[src/aw_pkg.sv]
package aw_pkg;

    // ==========================================================
    // Register map, at device select byte 8'ha2
    // ==========================================================
    localparam logic [7:0] AW_DEV_SEL = 8'ha2;
    localparam logic [7:0] AW_ALARM_PRI_OFS = 8'h70;
    localparam logic [7:0] AW_ALARM_RX_OFS = 8'h71;
    localparam logic [7:0] AW_WARN_PRI_OFS = 8'h74;
    localparam logic [7:0] AW_FLAG_RESET = 8'h00;
    localparam logic [7:0] AW_UNMAPPED_DATA = 8'h00;

    // ==========================================================
    // Field positions
    // ==========================================================
    // Primary channel i uses bit 7-2i for high and 6-2i for low
    localparam int AW_NUM_PRI = 4;
    localparam int AW_HIGH_BIT_TOP = 7;
    localparam int AW_LOW_BIT_TOP = 6;
    localparam int AW_RX_OVER_BIT = 7;
    localparam int AW_RX_LOSS_BIT = 6;
    localparam logic [5:0] AW_RX_RSVD_VAL = 6'h00;

    localparam int AW_READING_W = 16;

    // ==========================================================
    // Types
    // ==========================================================
    typedef enum logic [2:0] {
        AW_CH_HEAT = 3'h0,
        AW_CH_SUPPLY = 3'h1,
        AW_CH_BIAS = 3'h2,
        AW_CH_TXPOWER = 3'h3,
        AW_CH_RXPOWER = 3'h4
    } aw_chan_e;

    typedef struct packed {
        logic valid;
        aw_chan_e chan;
        logic [AW_READING_W-1:0] value;
    } aw_meas_s;

    typedef struct packed {
        logic [AW_READING_W-1:0] upper;
        logic [AW_READING_W-1:0] lower;
    } aw_limit_s;

    typedef struct packed {
        logic rd;
        logic wr;
        logic [7:0] dev;
        logic [7:0] addr;
        logic [7:0] wdata;
    } aw_req_s;

endpackage

[src/aw_flag_logic.sv]
`timescale 1ns/1ps
// Function
// - All three status bytes read zero after reset until a comparison happens.
// - Primary alarm bit 7 set while temperature above upper alarm limit.
// - Primary alarm bit 6 set while temperature below lower alarm limit.
// - Primary alarm bit 5 set while supply above upper alarm limit.
// - Primary alarm bit 4 set while supply below lower alarm limit.
// - Primary alarm bit 3 set while laser bias above upper alarm limit.
// - Primary alarm bit 2 set while laser bias below lower alarm limit.
// - Primary alarm bit 1 set while transmit power above upper alarm limit.
// - Primary alarm bit 0 set while transmit power below lower alarm limit.
// - Receive alarm bit 7 set while receive power above overload limit.
// - Receive alarm bit 6 set while receive power below signal-loss limit.
// - Warning bit 7 set while temperature above upper warning limit.
// - Warning bit 6 set while temperature below lower warning limit.
// - Warning bit 5 set while supply above upper warning limit.
// - Warning bit 4 set while supply below lower warning limit.
// - Warning bit 3 set while laser bias above upper warning limit.
// - Warning bit 2 set while laser bias below lower warning limit.
// - Warning bit 1 set while transmit power above upper warning limit.
// - Warning bit 0 set while transmit power below lower warning limit.
module aw_flag_logic (
    input wire logic core_clk,
    input wire logic arst_n,
    input wire aw_pkg::aw_meas_s meas,
    input wire aw_pkg::aw_limit_s [aw_pkg::AW_NUM_PRI-1:0] alarm_limit,
    input wire aw_pkg::aw_limit_s [aw_pkg::AW_NUM_PRI-1:0] warn_limit,
    input wire aw_pkg::aw_limit_s rx_alarm_limit,
    input wire aw_pkg::aw_req_s req,
    output logic [7:0] rsp_data,
    output logic rsp_valid,
    output logic [7:0] alarm_status_primary,
    output logic [7:0] alarm_status_rx_power,
    output logic [7:0] warning_status_primary
);

    // ==========================================================
    // Comparators
    // ==========================================================
    // Temperature is two's complement; the other readings are unsigned
    function automatic logic is_above(
        input logic [aw_pkg::AW_READING_W-1:0] v,
        input logic [aw_pkg::AW_READING_W-1:0] lim,
        input logic signed_cmp
    );
        if (signed_cmp) begin
            return $signed(v) > $signed(lim);
        end
        return v > lim;
    endfunction

    function automatic logic is_below(
        input logic [aw_pkg::AW_READING_W-1:0] v,
        input logic [aw_pkg::AW_READING_W-1:0] lim,
        input logic signed_cmp
    );
        if (signed_cmp) begin
            return $signed(v) < $signed(lim);
        end
        return v < lim;
    endfunction

    // ==========================================================
    // Primary channels: heat, supply, bias, transmit power
    // ==========================================================
    logic [aw_pkg::AW_NUM_PRI-1:0] pri_alarm_hi_q;
    logic [aw_pkg::AW_NUM_PRI-1:0] pri_alarm_lo_q;
    logic [aw_pkg::AW_NUM_PRI-1:0] pri_warn_hi_q;
    logic [aw_pkg::AW_NUM_PRI-1:0] pri_warn_lo_q;

    genvar gi;
    generate
        for (gi = 0; gi < aw_pkg::AW_NUM_PRI; gi++) begin : g_pri
            localparam aw_pkg::aw_chan_e CH = aw_pkg::aw_chan_e'(3'(gi));
            localparam logic SGN = (CH == aw_pkg::AW_CH_HEAT);
            logic hit;

            assign hit = meas.valid && (meas.chan == CH);

            // Flags hold between conversions, so a read never sees a
            // half-updated comparison
            always_ff @(posedge core_clk or negedge arst_n) begin
                if (!arst_n) begin
                    pri_alarm_hi_q[gi] <= 1'b0;
                    pri_alarm_lo_q[gi] <= 1'b0;
                end else if (hit) begin
                    pri_alarm_hi_q[gi] <= is_above(meas.value, alarm_limit[gi].upper, SGN);
                    pri_alarm_lo_q[gi] <= is_below(meas.value, alarm_limit[gi].lower, SGN);
                end
            end

            always_ff @(posedge core_clk or negedge arst_n) begin
                if (!arst_n) begin
                    pri_warn_hi_q[gi] <= 1'b0;
                    pri_warn_lo_q[gi] <= 1'b0;
                end else if (hit) begin
                    pri_warn_hi_q[gi] <= is_above(meas.value, warn_limit[gi].upper, SGN);
                    pri_warn_lo_q[gi] <= is_below(meas.value, warn_limit[gi].lower, SGN);
                end
            end

            assign alarm_status_primary[aw_pkg::AW_HIGH_BIT_TOP-2*gi] = pri_alarm_hi_q[gi];
            assign alarm_status_primary[aw_pkg::AW_LOW_BIT_TOP-2*gi] = pri_alarm_lo_q[gi];
            assign warning_status_primary[aw_pkg::AW_HIGH_BIT_TOP-2*gi] = pri_warn_hi_q[gi];
            assign warning_status_primary[aw_pkg::AW_LOW_BIT_TOP-2*gi] = pri_warn_lo_q[gi];
        end
    endgenerate

    // ==========================================================
    // Receive power channel
    // ==========================================================
    logic rx_over_q;
    logic rx_loss_q;
    logic rx_hit;

    assign rx_hit = meas.valid && (meas.chan == aw_pkg::AW_CH_RXPOWER);

    always_ff @(posedge core_clk or negedge arst_n) begin
        if (!arst_n) begin
            rx_over_q <= 1'b0;
            rx_loss_q <= 1'b0;
        end else if (rx_hit) begin
            rx_over_q <= is_above(meas.value, rx_alarm_limit.upper, 1'b0);
            rx_loss_q <= is_below(meas.value, rx_alarm_limit.lower, 1'b0);
        end
    end

    assign alarm_status_rx_power[aw_pkg::AW_RX_OVER_BIT] = rx_over_q;
    assign alarm_status_rx_power[aw_pkg::AW_RX_LOSS_BIT] = rx_loss_q;
    // Reserved bits are constant; whatever the host writes has no path here
    assign alarm_status_rx_power[5:0] = aw_pkg::AW_RX_RSVD_VAL;

    // ==========================================================
    // Host read port
    // ==========================================================
    logic [7:0] rsp_data_q;
    logic rsp_valid_q;
    logic sel;

    assign sel = (req.dev == aw_pkg::AW_DEV_SEL);

    // Writes (req.wr) are decoded nowhere: all three bytes are status only
    always_ff @(posedge core_clk or negedge arst_n) begin
        if (!arst_n) begin
            rsp_data_q <= aw_pkg::AW_FLAG_RESET;
        end else if (req.rd && sel) begin
            case (req.addr)
                aw_pkg::AW_ALARM_PRI_OFS: begin
                    rsp_data_q <= alarm_status_primary;
                end
                aw_pkg::AW_ALARM_RX_OFS: begin
                    rsp_data_q <= alarm_status_rx_power;
                end
                aw_pkg::AW_WARN_PRI_OFS: begin
                    rsp_data_q <= warning_status_primary;
                end
                default: begin
                    rsp_data_q <= aw_pkg::AW_UNMAPPED_DATA;
                end
            endcase
        end
    end

    always_ff @(posedge core_clk or negedge arst_n) begin
        if (!arst_n) begin
            rsp_valid_q <= 1'b0;
        end else begin
            rsp_valid_q <= req.rd && sel;
        end
    end

    assign rsp_data = rsp_data_q;
    assign rsp_valid = rsp_valid_q;

endmodule // aw_flag_logic

[config.mk]
export PLATFORM = sky130hd
export DESIGN_NAME = aw_flag_logic
export DESIGN_NICKNAME = d
export VERILOG_FILES = /design/src/aw_pkg.sv /design/src/aw_flag_logic.sv
export SDC_FILE = /design/constraint.sdc
export NUM_CORES = 1
export LEC_CHECK = 0
export BUFFER_PORTS_ARGS = -buffer_cell sky130_fd_sc_hd__buf_2
export CELL_PAD_IN_SITES_DETAIL_PLACEMENT = 1
export CELL_PAD_IN_SITES_GLOBAL_PLACEMENT = 1
export CORE_MARGIN = 4
export CORE_UTILIZATION = 34
export CTS_CLUSTER_SIZE = 28
export DETAILED_ROUTE_END_ITERATION = 6
export GPL_ROUTABILITY_DRIVEN = 0
export GPL_TIMING_DRIVEN = 0
export MAX_ROUTING_LAYER = met4
export PLACE_DENSITY_LB_ADDON = 0.1
export SLEW_MARGIN = 10
export SYNTH_ARGS = -nofsm -noshare
export SYNTH_HDL_FRONTEND = slang
export SYNTH_SLANG_ARGS = --single-unit
[constraint.sdc]
create_clock -name core_clk -period 1 [get_ports core_clk]
set_input_delay 0.05 -clock core_clk [delete_from_list [all_inputs] [get_ports core_clk]]
set_output_delay 0.05 -clock core_clk [all_outputs]
set_load 0.005 [all_outputs]
-- Word-level counts from Yosys, hierarchy flattened
Cells that the tools add are included.
- register bits: 27
- latch bits: 0
- memory bits (writable): 0
- ROM bits: 0
- input port bits: 336
- output and inout port bits: 33
- logic and storage cells: 63
- memories: 0
- $add $sub $neg: 0
- multiply operators: 0
- div/mod/pow operators: 0
- magnitude comparators: 22
- eq/ne operators: 8
- shifts and indexed selects: 0
- multiplexer cells: 6
- bitwise gates (word level): 0
- reduce and logical (&&, ||, !) cells: 7
- operator list (cell ; count):
    $gt 16x16->1 ; 11
    $lt 16x16->1 ; 11
    $eq 8x7->1 const B ; 3
    $pmux 8 s3 ; 1
    $eq 8x8->1 const B ; 1
    $eq 3x2->1 const B ; 2
    $logic_and 1x1->1 ; 6
    $mux 1 ; 5
    $eq 3x1->1 const B ; 1
    $eq 3x3->1 const B ; 1
    $logic_not 3->1 ; 1

-- Longest topological paths before layout
- depth after elaboration: 4
- gate-level depth with buffers: 8
- gate-level depth less buffers: 8

-- Least setup slack after synthesis
OpenSTA, ideal clock, no wires.
- path type: in2reg
- start point: input port meas[0] (netlist name)
- end point: register pri_warn_hi_q (netlist bit warning_status_primary[7])
- library setup time: 0.122 ns
- data arrival time: 1.554 ns
- data required time: 0.878 ns
- setup slack: -0.676 ns
- stages: 8
- path through: inv_1 -> ha_1 -> inv_1 -> a21oi_1 -> o21ai_0 -> a22o_1 -> or4b_1 -> a32o_1
- word-level cells in the longest chain between the ends: 2
- elaborated cells on any way between the ends: 3
- ends and longest elaborated chain (item ; RTL line ; source):
    from (decl) ; aw_flag_logic.sv:25 ; input wire aw_pkg::aw_meas_s meas,
    $gt 16x16->1 (on tied branches) ; aw_flag_logic.sv:49, aw_flag_logic.sv:47 ;
    $mux 1 (*) ; aw_flag_logic.sv:49 ; return v > lim;
    to (signal, indexed assignment) ; aw_flag_logic.sv:97 ; pri_warn_hi_q[gi] <= is_above(meas.value, warn_limit[gi].upper, SGN);
    to (decl) ; aw_flag_logic.sv:68 ; logic [aw_pkg::AW_NUM_PRI-1:0] pri_warn_hi_q;
Every way passes the cells marked *; elsewhere a longest branch is shown, timed or not.
A chain may end at the register's enable or synchronous reset.

-- Worst setup path after layout
- start point: input port meas[3] (netlist name)
- end point: register pri_warn_hi_q (netlist bit warning_status_primary[7])
Same word-level chain as after synthesis.

==> run_results.csv <==
group,metric,value,unit
drt,drtAntennaViolNets,0,
die,core_area,0.0235,mm²
clock_network,cts-root-buf,"clkbuf_16",
drt,via_per_inst,5.14,
drt,route.vias.total,9436,
setup_path,cpMaxStageDelayCell,"or4b_1",
yosys,synthFlopType,"dfrtp_1",
clock_network,cts-buffers-inserted,3,
clock_network,ctsHtreeMaxLevel,1,
drt,drtPass1Iterations,4,
yosys,synth_top_cell_area_share,0.427,
setup_path,worst-setup-path-type,"in2reg",
run_status,failed_checks,"negative setup slack",
sta,final.setup.tns,-6.24,ns
drt,wire_per_inst,20.6,µm
sta,finClkSkew,0.00285,ns
yosys,synth.top_cells.by_area,"ha_1, inv_1, dfrtp_1, a21o_1, a21oi_1",
run_status,status,"finished, violations left",
setup_path,critical_path.n_buffers_inverters,1,
sta,post-route-worst-setup-slack,-0.548,ns
drt,first_drt_iteration_drcs,240,
power_and_ir_drop,power-per-cell-area,594,mW/mm²
final_layout,flow.area_growth_from_synthesis,63.3,%
placed_design,hpwlAfterDp,27000,µm
die,initial_utilization,0.347,
global_routing,grt_pass1_vias,10200,
clock_network,cts.path.max_buffers,2,
final_layout,layout.core_utilization,0.567,
power_and_ir_drop,vdd_drop_max,0.754,mV
yosys,synth.avg_cell_area,7.63,µm²
sta,tightestPinTransition,0.708,ns
setup_path,crit_fanout,18,
yosys,sequential_area_share_after_synthesis,0.0827,
power_and_ir_drop,power.leakage,7.33,nW
die,pin_count,369,
yosys,synth_commonest_cells,"ha_1, inv_1, a21oi_1, a21o_1, nand4_1",
placed_design,dpl_worst_slack,-1.38,ns
sta,final_min_period_over_clock_period,1.55,
yosys,synth_seq_cells,27,
final_layout,nets,2118,
global_routing,globalRouteOverflowTotal,0,
setup_path,rrSetupSlack,0.01,ns
yosys,synthesis.yosys.warnings,0,
hold_path,min_path_type,"in2reg",
run,drv_cap,0,
drt,route.final.wire_length,37800,µm
sta,max_clock_freq,646,MHz
die,die_width,163,µm
die,fp-row-count,56,
setup_path,critical_path_required_time,1.16,ns
sta,maxSlewViolCount,0,
setup_path,timing.critical_path.cells,"buf_16 > ha_4 > a21oi_1 > o21ai_1 > a22o_1 > or4b_1 > a32o_1",
clock_network,clock_sinks,27,
final_layout,layout-drive-gt1-share,0.444,
global_routing,grt_max_degree,28,
die,die_y,163,µm
yosys,syn-cell-area,0.00817,mm²
yosys,synth_enable_flop_cells,0,
yosys,synth_async_sr_flop_share,1.00,
setup_path,critPathMaxStageDelay,0.49,ns
clock_network,path_clk_slew,0.08,ns
die,die_area,0.0266,mm²
sta,final_hold_viol_count,0,
sta,setup_viol_count_final,26,
drt,drc,0,
global_routing,initial_antenna_violation_count,14,
setup_path,timing.critical_path.arrival,1.71,ns
setup_path,startpoint_kind_of_the_worst_setup_timing_path,"input pin",
setup_path,cp_top_family,"compound AO/OA/AOI/OAI gates",
sta,post_route_hold_slack,0.194,ns
yosys,post_synth_num_cell_types,52,
yosys,netlist.top_cell.by_area,"ha_1",
sta,period_needed,1.55,ns
setup_path,crit_path_end_kind,"register",
sta,slew-limit-headroom,0.528,
sta,unrepaired_setup_endpoints_after_global_routing,"true",
yosys,netlist_instances,1070,
clock_network,tritoncts,"done",
placed_design,io_buffer_count,352,
global_routing,grt_pass1_wl,54800,µm
clock_network,worstSkewPairLatency,0.27,ns
global_routing,grt_util_all_layers,0.276,
-- through the flow --
stage / power [mW] / cell area, µm² / cells
6_report: 7.92 / 13300 / 1835
3_3_place_gp: 5.81 / 11400 / 1746
4_1_cts: 7.58 / 12800 / 1799
5_1_grt: 8.67 / 13300 / 1835
2_1_floorplan: 3.92 / 9290 / 1075
3_5_place_dp: 5.99 / 11400 / 1746
-- per-layer routing --
metal	track usage	routed length [µm]	up-vias
met5	-	0	-
met4	0.0999	1390	0
met3	0.0673	2560	60
met2	0.498	19300	290
met1	0.292	14500	4479
li1	-	-	4607
-- final timing paths --
check / start / cells past startpoint / to
worst max-delay path: meas[3] / 7 / warning_status_primary[7]$_DFFE_PN0P_
max in group asynchronous: arst_n / 2 / warning_status_primary[2]$_DFFE_PN0P_
min in group asynchronous: arst_n / 2 / warning_status_primary[7]$_DFFE_PN0P_
worst min register to register: rsp_data[4]$_DFFE_PN0P_ / 2 / rsp_data[4]$_DFFE_PN0P_
worst min-delay path: req[9] / 3 / rsp_data[6]$_DFFE_PN0P_
worst max register to register: warning_status_primary[4]$_DFFE_PN0P_ / 2 / warning_status_primary[4]$_DFFE_PN0P_
-- timing repair --
action / 4_1_cts / 5_1_grt
resized for setup: 181 / 65
gates cloned: 2 / 0
buffers inserted: 47 / 23
setup endpoints to repair: 27 / 27
hold endpoints to repair: 27 / 0
pin swaps: 67 / 62
hold buffers: 1 / 0
-- cell type report --
| cell class | count | area (µm²) |
|---|---|---|
| well taps | 319 | 399 |
| fillers | 2874 | 10200 |
| plain buffers | 10 | 76.3 |
| multi-input cells | 758 | 7870 |
| clock buffers | 4 | 78.8 |
| flip-flops and latches | 27 | 676 |
| repair buffers | 424 | 2920 |
| inverters | 279 | 1290 |
| diodes | 14 | 35.0 |
-- layout by cell type (no fill, tap or decap), types with 10 or more instances in the layout --
cell type | netlist | layout
buf_12 | 0 | 10
a21oi_1 | 73 | 45
a21o_1 | 59 | 59
nor2_1 | 43 | 39
buf_8 | 0 | 10
inv_12 | 0 | 14
buf_16 | 0 | 13
o211ai_1 | 11 | 11
o21ai_1 | 2 | 25
nand4_1 | 46 | 46
o21ai_0 | 44 | 11
inv_1 | 279 | 224
nand2_1 | 32 | 25
nor2b_1 | 24 | 23
inv_2 | 0 | 22
buf_4 | 8 | 47
inv_4 | 0 | 14
ha_1 | 279 | 195
diode_2 | 0 | 14
dfrtp_1 | 27 | 27
a21oi_2 | 2 | 30
buf_6 | 0 | 21
ha_4 | 0 | 83
o21a_1 | 14 | 14
buf_2 | 1 | 330
-- report_power, final --
part / leakage, nW / total [mW] / internal [mW] / switching (mW)
Clock: 0.0382 / 0.985 / 0.549 / 0.436
Sequential: 0.345 / 1.42 / 1.26 / 0.154
Combinational: 6.95 / 5.52 / 2.78 / 2.74
Total: 7.33 / 7.92 / 4.59 / 3.33
-- worst reg2reg max path, stage by stage, from the launching register on --
cell	delay, ns
dfrtp_1	0.41
nor2b_1	0.14
a311o_1	0.33
-- cells by family after synthesis --
group | share of synthesized area
AOI/OAI and AO/OA | 0.201
adders and majority gates | 0.427
buffers and inverters | 0.137
DFF | 0.0827
muxes | 0.0124
other | 0.000459
and+or+nand+nor | 0.139
-- flip-flops by register name (all words and copies together) (netlist names) --
register / count
alarm_status_primary: 8
rsp_valid: 1
rx_over_q: 1
rx_loss_q: 1
warning_status_primary: 8
rsp_data: 8
No activity file was read; power rests on OpenSTA's default activity.
